**config.mk**
```make
export PLATFORM = sky130hd
export DESIGN_NAME = lcn_regs
export DESIGN_NICKNAME = d
export VERILOG_FILES = /design/src/pkg/lcn_pkg.sv /design/src/hdl/lcn_regs.sv
export SDC_FILE = /design/constraint.sdc
export NUM_CORES = 1
export LEC_CHECK = 0
export BUFFER_PORTS_ARGS = -buffer_cell sky130_fd_sc_hd__buf_2
export CAP_MARGIN = 25
export CORE_ASPECT_RATIO = 0.7
export CORE_UTILIZATION = 40
export DETAILED_ROUTE_END_ITERATION = 8
export GPL_TIMING_DRIVEN = 1
export PLACE_DENSITY = 0.67
export SYNTH_ARGS = -nofsm -noshare
export SYNTH_HDL_FRONTEND = slang
export SYNTH_SLANG_ARGS = --single-unit
```
**constraint.sdc**
```tcl
create_clock -name pclk -period 3.9 [get_ports pclk]
set_input_delay 0 -clock pclk [delete_from_list [all_inputs] [get_ports pclk]]
set_output_delay 0 -clock pclk [all_outputs]
set_load 0.01 [all_outputs]
```
**src/pkg/lcn_pkg.sv**
```systemverilog
// package for the link control and node identity register block
// What this block does, and what software must do
// set and clear addresses read same register
// set port: ones set bits
// clear port: ones clear bits
// external source advances tally, zeroes ticks
// ticks hold at top until external event
// internal source rolls over every 3072 ticks
// source select hard reset zero, soft keeps
// source select only counts when leader
// leader and root emit cycle start
// non-leader syncs to received cycle start
// overlong event clears leader, blocks setting
// timer enable gates tick counting
// phy packets accepted when enabled and context on
// selfid packets accepted only when enabled
// software sets selfid buffer before enabling
// node valid cleared on bus reset, set on number
// software avoids transmit without valid node
// root flag set if phy reports root
// cable power flag follows phy report
// bus index reloads all ones on bus reset
// node index loaded from phy after selfid
// never acknowledge destination node 63
// phy register 0 written without arrival event
package lcn_pkg;
    localparam logic [11:0] LCN_OFS_CTL_SET   = 12'h0000;
    localparam logic [11:0] LCN_OFS_CTL_CLR   = 12'h0004;
    localparam logic [11:0] LCN_OFS_NODE      = 12'h0008;
    localparam logic [11:0] LCN_OFS_TIMER     = 12'h000C;
    localparam logic [11:0] LCN_OFS_EVENT     = 12'h0010;
    localparam int          LCN_BIT_SRC       = 21;
    localparam int          LCN_BIT_LEADER    = 22;
    localparam int          LCN_BIT_TIMER     = 20;
    localparam int          LCN_BIT_PHYPKT    = 10;
    localparam int          LCN_BIT_SELFID    = 9;
    localparam logic [31:0] LCN_CTL_MASK      = 32'h0070_0600;
    localparam int          LCN_BIT_VALID     = 31;
    localparam int          LCN_BIT_ROOT      = 30;
    localparam int          LCN_BIT_CPS       = 27;
    localparam int          LCN_BUS_LSB       = 6;
    localparam logic [9:0]  LCN_BUS_RESET     = 10'h3FF;
    localparam logic [5:0]  LCN_NODE_BCAST    = 6'h3F;
    localparam int          LCN_EVT_OVERLONG  = 0;
    localparam int          LCN_EVT_SELFID    = 1;
    localparam int          LCN_EVT_PHYREG    = 2;
    localparam int          LCN_TICKS_PER_CYC = 3072;
    localparam logic [11:0] LCN_TICK_TOP      = 12'd3071;
    localparam logic [12:0] LCN_TALLY_TOP     = 13'd7999;

    // phy status transfer: register number and its data
    typedef struct packed {
        logic       valid;
        logic [3:0] addr;
        logic [7:0] data;
    } lcn_phy_reg_s;

    // receive side packet classification
    typedef struct packed {
        logic       valid;
        logic       is_phy;
        logic       is_selfid;
        logic [5:0] dest;
    } lcn_rx_pkt_s;
endpackage

```
**src/hdl/lcn_regs.sv**
```systemverilog
// link control and node identity registers on apb
`timescale 1ns/1ns
module lcn_regs
    import lcn_pkg::*;
(
    input  wire logic         pclk,
    input  wire logic         presetn,
    input  wire logic         clk_en,
    input  wire logic         soft_reset,
    input  wire logic         psel,
    input  wire logic         penable,
    input  wire logic         pwrite,
    input  wire logic [11:0]  paddr,
    input  wire logic [31:0]  pwdata,
    output logic      [31:0]  prdata,
    output logic              pready,
    output logic              pslverr,
    input  wire logic         cyc_tick,
    input  wire logic         ext_cycle_pin,
    input  wire logic         bus_reset_seen,
    input  wire logic         selfid_phase,
    input  wire logic         selfid_finished,
    input  wire lcn_phy_reg_s phy_reg,
    input  wire logic         cps_report,
    input  wire logic         overlong_cycle,
    input  wire logic         ar_req_ctx_on,
    input  wire lcn_rx_pkt_s  rx_pkt,
    input  wire logic         rx_cycle_start,
    input  wire logic [31:0]  rx_cycle_time,
    output logic              cycle_start_tx,
    output logic              phy_pkt_accept,
    output logic              selfid_accept,
    output logic              pkt_ack_ok,
    output logic              phy_reg_arrived_event
);
    // control register: one storage word behind two addresses
    logic [31:0] ctl_q;
    logic [31:0] ctl_d;
    logic        valid_q;
    logic        root_q;
    logic        cps_q;
    logic [9:0]  bus_q;
    logic [5:0]  node_q;
    logic [11:0] ticks_q;
    logic [12:0] tally_q;
    logic [6:0]  secs_q;
    logic [2:0]  evt_q;
    logic [2:0]  ext_sync_q;
    logic        ext_seen_q;
    logic [31:0] rdata_q;
    logic        ready_q;
    logic        err_q;
    logic        cs_q;
    logic        phyacc_q;
    logic        sidacc_q;
    logic        ack_q;
    logic        preg_q;

    wire acc     = psel && penable && clk_en;
    // a write lands on the completing edge, where the master sees pready high
    wire wr      = acc && pwrite && ready_q;
    wire rd      = acc && !pwrite && !ready_q;
    wire hit_set = (paddr == LCN_OFS_CTL_SET);
    wire hit_clr = (paddr == LCN_OFS_CTL_CLR);
    wire hit_nod = (paddr == LCN_OFS_NODE);
    wire hit_tmr = (paddr == LCN_OFS_TIMER);
    wire hit_evt = (paddr == LCN_OFS_EVENT);
    wire mapped  = hit_set || hit_clr || hit_nod || hit_tmr || hit_evt;

    wire leader  = ctl_q[LCN_BIT_LEADER];
    // source select matters only while this node leads the cycle
    wire ext_src = ctl_q[LCN_BIT_SRC] && leader;
    wire ext_lvl = ext_sync_q[2];
    // second and third stages must agree before a change counts
    wire ext_now = (ext_sync_q[1] == ext_sync_q[2]) ? ext_sync_q[2] : ext_seen_q;
    wire ext_evt = ext_now && !ext_seen_q;
    wire run     = ctl_q[LCN_BIT_TIMER] && cyc_tick;
    wire int_rol = !ext_src && (ticks_q == LCN_TICK_TOP);
    wire roll    = run && (ext_src ? ext_evt : int_rol);
    wire set_ovl = overlong_cycle;
    wire ovl_now = evt_q[LCN_EVT_OVERLONG] || set_ovl;
    wire reg0    = phy_reg.valid && (phy_reg.addr == 4'h0);

    function automatic logic [31:0] node_word(input logic v, input logic r, input logic c,
                                              input logic [9:0] b, input logic [5:0] n);
        logic [31:0] w;
        w = 32'h0000_0000;
        w[LCN_BIT_VALID] = v;
        w[LCN_BIT_ROOT]  = r;
        w[LCN_BIT_CPS]   = c;
        w[LCN_BUS_LSB +: 10] = b;
        w[5:0] = n;
        return w;
    endfunction

    always_comb begin
        ctl_d = ctl_q;
        if (wr && hit_set) begin
            ctl_d = ctl_q | (pwdata & LCN_CTL_MASK);
        end else if (wr && hit_clr) begin
            ctl_d = ctl_q & ~(pwdata & LCN_CTL_MASK);
        end
        // overlong event forces leader off and keeps it off while pending
        if (ovl_now) begin
            ctl_d[LCN_BIT_LEADER] = 1'b0;
        end
        if (soft_reset) begin
            ctl_d = ctl_q & (32'h0000_0001 << LCN_BIT_SRC);
        end
    end

    wire [31:0] rd_mux = (hit_set || hit_clr) ? ctl_q :
                         hit_nod ? node_word(valid_q, root_q, cps_q, bus_q, node_q) :
                         hit_tmr ? {secs_q, tally_q, ticks_q} :
                         hit_evt ? {29'h0000_0000, evt_q} : 32'h0000_0000;

    always_ff @(posedge pclk or negedge presetn) begin
        if (!presetn) begin
            ctl_q   <= 32'h0000_0000;
            ready_q <= 1'b0;
            err_q   <= 1'b0;
            rdata_q <= 32'h0000_0000;
        end else if (clk_en) begin
            ctl_q   <= ctl_d;
            ready_q <= acc && !ready_q;
            err_q   <= acc && !ready_q && !mapped;
            if (rd) begin
                rdata_q <= rd_mux;
            end
        end
    end

    always_ff @(posedge pclk or negedge presetn) begin
        if (!presetn) begin
            valid_q <= 1'b0;
            root_q  <= 1'b0;
            cps_q   <= 1'b0;
            bus_q   <= LCN_BUS_RESET;
            node_q  <= LCN_NODE_BCAST;
        end else if (clk_en) begin
            cps_q <= cps_report;
            if (bus_reset_seen) begin
                valid_q <= 1'b0;
                root_q  <= 1'b0;
                bus_q   <= LCN_BUS_RESET;
            end else begin
                if (wr && hit_nod) begin
                    bus_q <= pwdata[LCN_BUS_LSB +: 10];
                end
                // register 0 lands here whole, in one cycle
                if (reg0 && !selfid_phase) begin
                    node_q  <= phy_reg.data[7:2];
                    root_q  <= phy_reg.data[1];
                    valid_q <= 1'b1;
                end
            end
        end
    end

    always_ff @(posedge pclk or negedge presetn) begin
        if (!presetn) begin
            ticks_q    <= 12'h000;
            tally_q    <= 13'h0000;
            secs_q     <= 7'h00;
            ext_sync_q <= 3'b000;
            ext_seen_q <= 1'b0;
        end else if (clk_en) begin
            ext_sync_q <= {ext_sync_q[1:0], ext_cycle_pin};
            ext_seen_q <= ext_now;
            if (!leader && rx_cycle_start) begin
                {secs_q, tally_q, ticks_q} <= rx_cycle_time;
            end else if (wr && hit_tmr) begin
                {secs_q, tally_q, ticks_q} <= pwdata;
            end else if (roll) begin
                ticks_q <= 12'h000;
                tally_q <= (tally_q == LCN_TALLY_TOP) ? 13'h0000 : tally_q + 13'd1;
                if (tally_q == LCN_TALLY_TOP) begin
                    secs_q <= secs_q + 7'd1;
                end
            end else if (run && ticks_q != LCN_TICK_TOP) begin
                ticks_q <= ticks_q + 12'd1;
            end
        end
    end

    // event bits: hardware set wins over a same-cycle software clear
    always_ff @(posedge pclk or negedge presetn) begin
        if (!presetn) begin
            evt_q <= 3'b000;
        end else if (clk_en) begin
            evt_q <= (evt_q & ~((wr && hit_evt) ? pwdata[2:0] : 3'b000))
                   | {phy_reg.valid && !reg0, selfid_finished, set_ovl};
        end
    end

    always_ff @(posedge pclk or negedge presetn) begin
        if (!presetn) begin
            cs_q     <= 1'b0;
            phyacc_q <= 1'b0;
            sidacc_q <= 1'b0;
            ack_q    <= 1'b0;
            preg_q   <= 1'b0;
        end else if (clk_en) begin
            cs_q     <= roll && leader && root_q;
            phyacc_q <= rx_pkt.valid && ctl_q[LCN_BIT_PHYPKT] && ar_req_ctx_on
                        && (rx_pkt.is_phy || (rx_pkt.is_selfid && !selfid_phase));
            sidacc_q <= rx_pkt.valid && rx_pkt.is_selfid && selfid_phase
                        && ctl_q[LCN_BIT_SELFID];
            ack_q    <= rx_pkt.valid && !rx_pkt.is_phy && !rx_pkt.is_selfid
                        && valid_q && (rx_pkt.dest != LCN_NODE_BCAST)
                        && (rx_pkt.dest == node_q);
            preg_q   <= phy_reg.valid && !reg0;
        end
    end

    assign prdata                = rdata_q;
    assign pready                = ready_q;
    assign pslverr               = err_q;
    assign cycle_start_tx        = cs_q;
    assign phy_pkt_accept        = phyacc_q;
    assign selfid_accept         = sidacc_q;
    assign pkt_ack_ok            = ack_q;
    assign phy_reg_arrived_event = preg_q;
endmodule

```
Word level (Yosys, flattened, before mapping)
Index checks and enable logic that the tools add are counted.
{ "totals": {"register_bits": 129} }
{ "classes": {"n_addsub": 3, "n_eq_ne": 10, "mux": 29, "bitwise_logic": 8, "reduce_logical": 73} }
{ "op_table": {"columns": ["cell", "n"], "rows": [
  ["2-to-1 mux 32 bit", 6],
  ["2-to-1 mux 13 bit", 4],
  ["2-to-1 mux 12 bit", 4],
  ["logical AND 1 bit", 37],
  ["AND 32 bit", 1],
  ["inverter 23 -> 32 bit", 1],
  ["bitwise OR 32 x 23 -> 32 bit", 1],
  ["2-to-1 mux 7 bit", 4],
  ["== test 12 x 4 -> 1 bit (second input constant)", 2],
  ["2-to-1 mux 10 bit", 2],
  ["AND reduction 2 bit", 7],
  ["adder 13 x 1 -> 13 bit (second input constant)", 1],
  ["== test 13 bit (second input constant)", 1],
  ["adder 12 x 1 -> 12 bit (second input constant)", 1],
  ["== test 12 bit (second input constant)", 1],
  ["== test 12 x 3 -> 1 bit (second input constant)", 1],
  ["== test 12 x 5 -> 1 bit (second input constant)", 1],
  ["logical NOT 12 bit", 1],
  ["!= test 12 bit (second input constant)", 1],
  ["logical NOT 1 bit", 10],
  ["AND reduction 3 bit", 3],
  ["nonzero test 3 bit", 3],
  ["nonzero test 4 bit", 2],
  ["adder 7 x 1 -> 7 bit (second input constant)", 1],
  ["other kinds (12)", 27]
]} }

Longest topological paths before layout
{ "logic_depth": {"depth_word": 9, "ltp_mapped": 10} }

Worst setup path after synthesis
OpenSTA, ideal clock, no wires.
{ "synth_path": {"kind": "reg-to-reg", "from": "register ticks_q[3]", "to": "register secs_q[1]", "setup_ns": 0.125, "arrival_ns": 2.107, "path_slack_ns": 1.668, "path_stages_with_launch": 10, "period_less_slack_ns": 2.232, "cell_sequence": "dfrtp_1 clkbuf_1 nand4_1 nor3_1 a31o_2 buf_2 nand2_1 a21o_1 clkbuf_1 mux2_2"} }
{ "synth_via": {"elab_chain_cells": 6} }
{ "synth_rtl": {"columns": ["element", "line_no", "rtl"], "rows": [
  ["from (decl)", "lcn_regs.sv:44", "logic [11:0] ticks_q;"],
  ["from (signal assigned)", "lcn_regs.sv:171", "{secs_q, tally_q, ticks_q} <= rx_cycle_time;"],
  ["from (signal assigned)", "lcn_regs.sv:173", "{secs_q, tally_q, ticks_q} <= pwdata;"],
  ["from (signal assigned)", "lcn_regs.sv:181", "ticks_q <= ticks_q + 12'd1;"],
  ["== test 12 bit", "lcn_regs.sv:78", "wire int_rol = !ext_src && (ticks_q == LCN_TICK_TOP);"],
  ["logical AND 1 bit", "lcn_regs.sv:78", null],
  ["2-to-1 mux 1 bit", "lcn_regs.sv:79", "wire roll = run && (ext_src ? ext_evt : int_rol);"],
  ["logical AND 1 bit", "lcn_regs.sv:79", null],
  ["nonzero test 3 bit (no source line)", null, null],
  ["AND reduction 3 bit (no source line)", null, null],
  ["to (signal assigned)", "lcn_regs.sv:171", null],
  ["to (signal assigned)", "lcn_regs.sv:173", null],
  ["to (signal assigned)", "lcn_regs.sv:178", "secs_q <= secs_q + 7'd1;"],
  ["to (decl)", "lcn_regs.sv:46", "logic [6:0] secs_q;"]
]} }
Every way passes these cells.
A chain may end at the register's enable or synchronous reset.

Final worst setup path
{ "layout_path": {"from": "register tally_q[9]", "to": "register tally_q[12]"} }
{ "layout_via": {"elab_chain_cells": 5} }
{ "layout_rtl": {"columns": ["element", "line_no", "rtl"], "rows": [
  ["from (decl)", "lcn_regs.sv:45", "logic [12:0] tally_q;"],
  ["from (signal assigned)", "lcn_regs.sv:171", null],
  ["from (signal assigned)", "lcn_regs.sv:173", null],
  ["from (signal assigned)", "lcn_regs.sv:176", "tally_q <= (tally_q == LCN_TALLY_TOP) ? 13'h0000 : tally_q + 13'd1;"],
  ["adder 13 x 1 -> 13 bit / == test 13 bit (equally long branches)", "lcn_regs.sv:176", null],
  ["2-to-1 mux 13 bit *", "lcn_regs.sv:176", null],
  ["2-to-1 mux 13 bit *", "lcn_regs.sv:174", "end else if (roll) begin"],
  ["2-to-1 mux 13 bit *", "lcn_regs.sv:172", "end else if (wr && hit_tmr) begin"],
  ["2-to-1 mux 13 bit *", "lcn_regs.sv:170", "if (!leader && rx_cycle_start) begin"]
]} }
Every way passes the cells marked *; elsewhere a longest branch is shown, timed or not. The select of a mux whose other input is x is not followed.

==> run metrics <==
status=complete, no violations; Mapped Area=around 5600 um^2; top cell type's share of synthesized area=0.386; worst setup margin=~0.76 ns; DR pass1 iterations=5; synthesized flop and latch total=just over 100; boundary pin count=153; synth warn=0; startpoint class of the critical path=register; Final setup viols=0; Achievable Freq=319 MHz; H-tree Lvls=3; Worst setup EP type=register; Final TNS setup=0 ns; Initial DRC Count=455; Clock Tree Buf Depth=2; arrival time at the worst endpoint=around 3.4 ns; initial antenna violation count=2; WS Path Type=reg -> reg; drt via density=just under 6; final hold slack=~0.0037 ns; die height=101 um; P_leak=3.28 nW; clk_skew=~0.0096 ns; Max-Cap Viols=0; Tmin final=between 3 and 4 ns; Worst-Skew Late Latency=0.36 ns; fin. max-slew vios=0; CTS tree=built; Post-Synth Simple-Gate Area=0.179; peak supply drop=about 0.22 mV; all-layer global routing usage=0.274; layout cell share with drive strength beyond 1=0.273; Core Util, Final=0.560; M1 wire length=between 8 and 9 mm; Filler cells=1232; Num CTS Buffers=9; placed insts=a little over 900; Die W=~140 um; maximum fanout along the worst path=7; post-synthesis xor/xnor area fraction=0.0299; top routing layer in use=met4; largest net degree at the start of global routing=74; pwr/cell area=357 nW/um^2; Post-synth EDFFs=0; Multi-input gate area=~2800 um^2; Synth Area per Inst=8.98 um^2; Synth area leaders=dfrtp_1 (39%), dfstp_2 (7.5%), o21ai_0 (7.5%); share of flip-flops with an asynchronous set or reset=1.00; CTS root buffer=clkbuf_16; clk slew on worst S/H paths=roughly 0.070 ns; via count=approximately 5900; vias in the first global route=between 5000 and 6000; std cell rows=35; Post-DRT Antenna Nets=0; met2 routed WL=around 8.2 mm; final WL=between 15 and 20 mm; Post-synth top flop=dfrtp_1; Core ar.=between 10000 and 15000 um^2; setup bufs post-CTS=0; pre-CTS WS=a little under 1 ns; port buffer count=about 150; crit share post-route=0.805; area share of fa/ha/maj cells after synthesis=0.00673; die area=about 14000 um^2; drc violations=0; RSZ-0062 raised after global routing=false; gpl congestion=approximately 0.95; largest family of logic cells by synthesized area=compound AO/OA/AOI/OAI gates; cell count after synthesis=between 600 and 700; global route total overflow=0; Required @ worst endpoint=4.14 ns; DP HPWL=roughly 13 mm; clk sinks=102; slew margin rel.=0.334; mux cell area share after synthesis=0.0395; met3 WL post-DR=approximately 1.6 mm; sequential fraction of the synthesis area=0.462; post-synthesis compound-gate area fraction=0.243; register area=around 2600 um^2; Final Instance Count excl. Fillers=between 1000 and 1500; nets=940; Hold Crit Class=in -> reg; Syn Nets=738; first-pass GRT wire length=about 30 mm; DR WL/cell=18.7 um; post-synth top area cell=dfrtp_1; actual slew at the worst max-slew pin=0.999 ns; Area growth, synth to finish=34.2%; post-synthesis cell type count=62; Final Hold Vio Count=0; Initial Utilization=0.417
kinds of logic (layout without fill, tap and decap cells):
| kind of cell | count (synthesis) | count (layout) |
|---|---|---|
| XOR/XNOR | 19 | 19 |
| adder cells (fa/ha/maj) | 3 | 3 |
| buffers and inverters | 52 | 259 |
| flip-flops | 102 | 102 |
| AO/OA/AOI/OAI | 212 | 212 |
| AND/OR/NAND/NOR | 213 | 213 |
| other | 0 | 2 |
| multiplexers | 20 | 20 |
cell type report:
type | count | share of cell area
clock buffers | 11 | 0.0325
clock inverters | 5 | 0.00887
multi-input cells | 467 | 0.373
flip-flops and latches | 102 | 0.344
repair buffers | 228 | 0.202
diodes | 2 | 0.000669
inverters | 15 | 0.00753
well taps | 185 | 0.0310
layout by cell type (no fill, tap or decap), drive strengths merged, types with 8 or more instances in the layout:
| cell type | instances |
|---|---|
| nand2 | 96 |
| nor3 | 14 |
| nand3 | 14 |
| o21ai | 91 |
| clkbuf | 11 |
| o22a | 10 |
| nand4 | 9 |
| dfstp | 16 |
| a31oi | 11 |
| and3 | 8 |
| dfrtp | 86 |
| nor2 | 39 |
| a221oi | 11 |
| inv | 16 |
| dlygate4sd3 | 63 |
| a21oi | 23 |
| xnor2 | 12 |
| o31ai | 9 |
| mux2 | 16 |
| buf | 165 |
| a22oi | 18 |
metal layers:
metal | GRT usage | vias to the layer above
met5 | 0 | -
met4 | 0.0935 | 0
met3 | 0.0632 | 40
met2 | 0.412 | 294
met1 | 0.390 | 2844
li1 | - | 2679
report_power, final:
group / internal [mW] / switching (mW) / total (mW)
Clock: 0.524 / 0.423 / 0.947
Sequential: 1.14 / 0.110 / 1.25
Combinational: 0.237 / 0.232 / 0.469
Total: 1.90 / 0.765 / 2.67
sequential cells by signal (all words and copies together), names as in the netlist, 3 cells and up:
name / cells
prdata: 32
tally_q: 13
ticks_q: 12
bus_q: 10
secs_q: 7
node_q: 6
ctl_q: 5
evt_q: 3
ext_sync_q: 3
worst paths after layout:
path                                   startpoint             to  slack (ns)  cells after the start
max in group asynchronous                 presetn      node_q[1]        2.33                      5
worst max-delay path                   tally_q[9]    tally_q[12]        0.76                      7
worst min register to register         prdata[14]     prdata[14]        0.48                      2
worst min-delay path            rx_cycle_time[20]     tally_q[8]       0.004                      3
worst max register to register         tally_q[9]    tally_q[12]        0.76                      7
min in group asynchronous                 presetn  ext_sync_q[0]        0.54                      3
Yosys cell counts (all sizes together), types with 4 or more instances:
| cell type | count |
|---|---|
| and3 | 8 |
| mux2 | 16 |
| inv | 14 |
| or3 | 6 |
| dfrtp | 86 |
| a211oi | 7 |
| buf | 10 |
| o31ai | 9 |
| o211ai | 4 |
| nand2 | 96 |
| dfstp | 16 |
| o22a | 10 |
| a21oi | 23 |
| a31oi | 11 |
| clkbuf | 27 |
| nand3 | 14 |
| o2bb2ai | 7 |
| a22oi | 18 |
| nand4 | 9 |
| or4 | 5 |
| xor2 | 7 |
| nor4 | 4 |
| mux2i | 4 |
| o21ai | 91 |
| nor2 | 39 |
| a221oi | 11 |
| xnor2 | 12 |
| nor3 | 14 |
worst max-delay path, stage by stage, from the launching register on:
cell and delay, ns:
dfrtp_1 0.45, nand4_1 0.14, or3b_2 0.49, nor3_1 0.59, nor2_1 0.33, a221oi_1 0.35
o21ai_1 0.10, dlygate4sd3_1 0.55
stage by stage:
step           power, mW  area (um^2)
5_1_grt             2.79         7480
3_5_place_dp        1.67         6500
4_1_cts             2.67         7430
6_report            2.67         7480
3_3_place_gp        1.65         6500
2_1_floorplan       1.49         5570
what timing repair did:
item	in CTS	in global routing
endpoints found under the hold margin	111	1
endpoints found under the setup margin	0	0
hold buffers	62	1
resized for setup	0	0
Power figures use the tool's default switching activity.
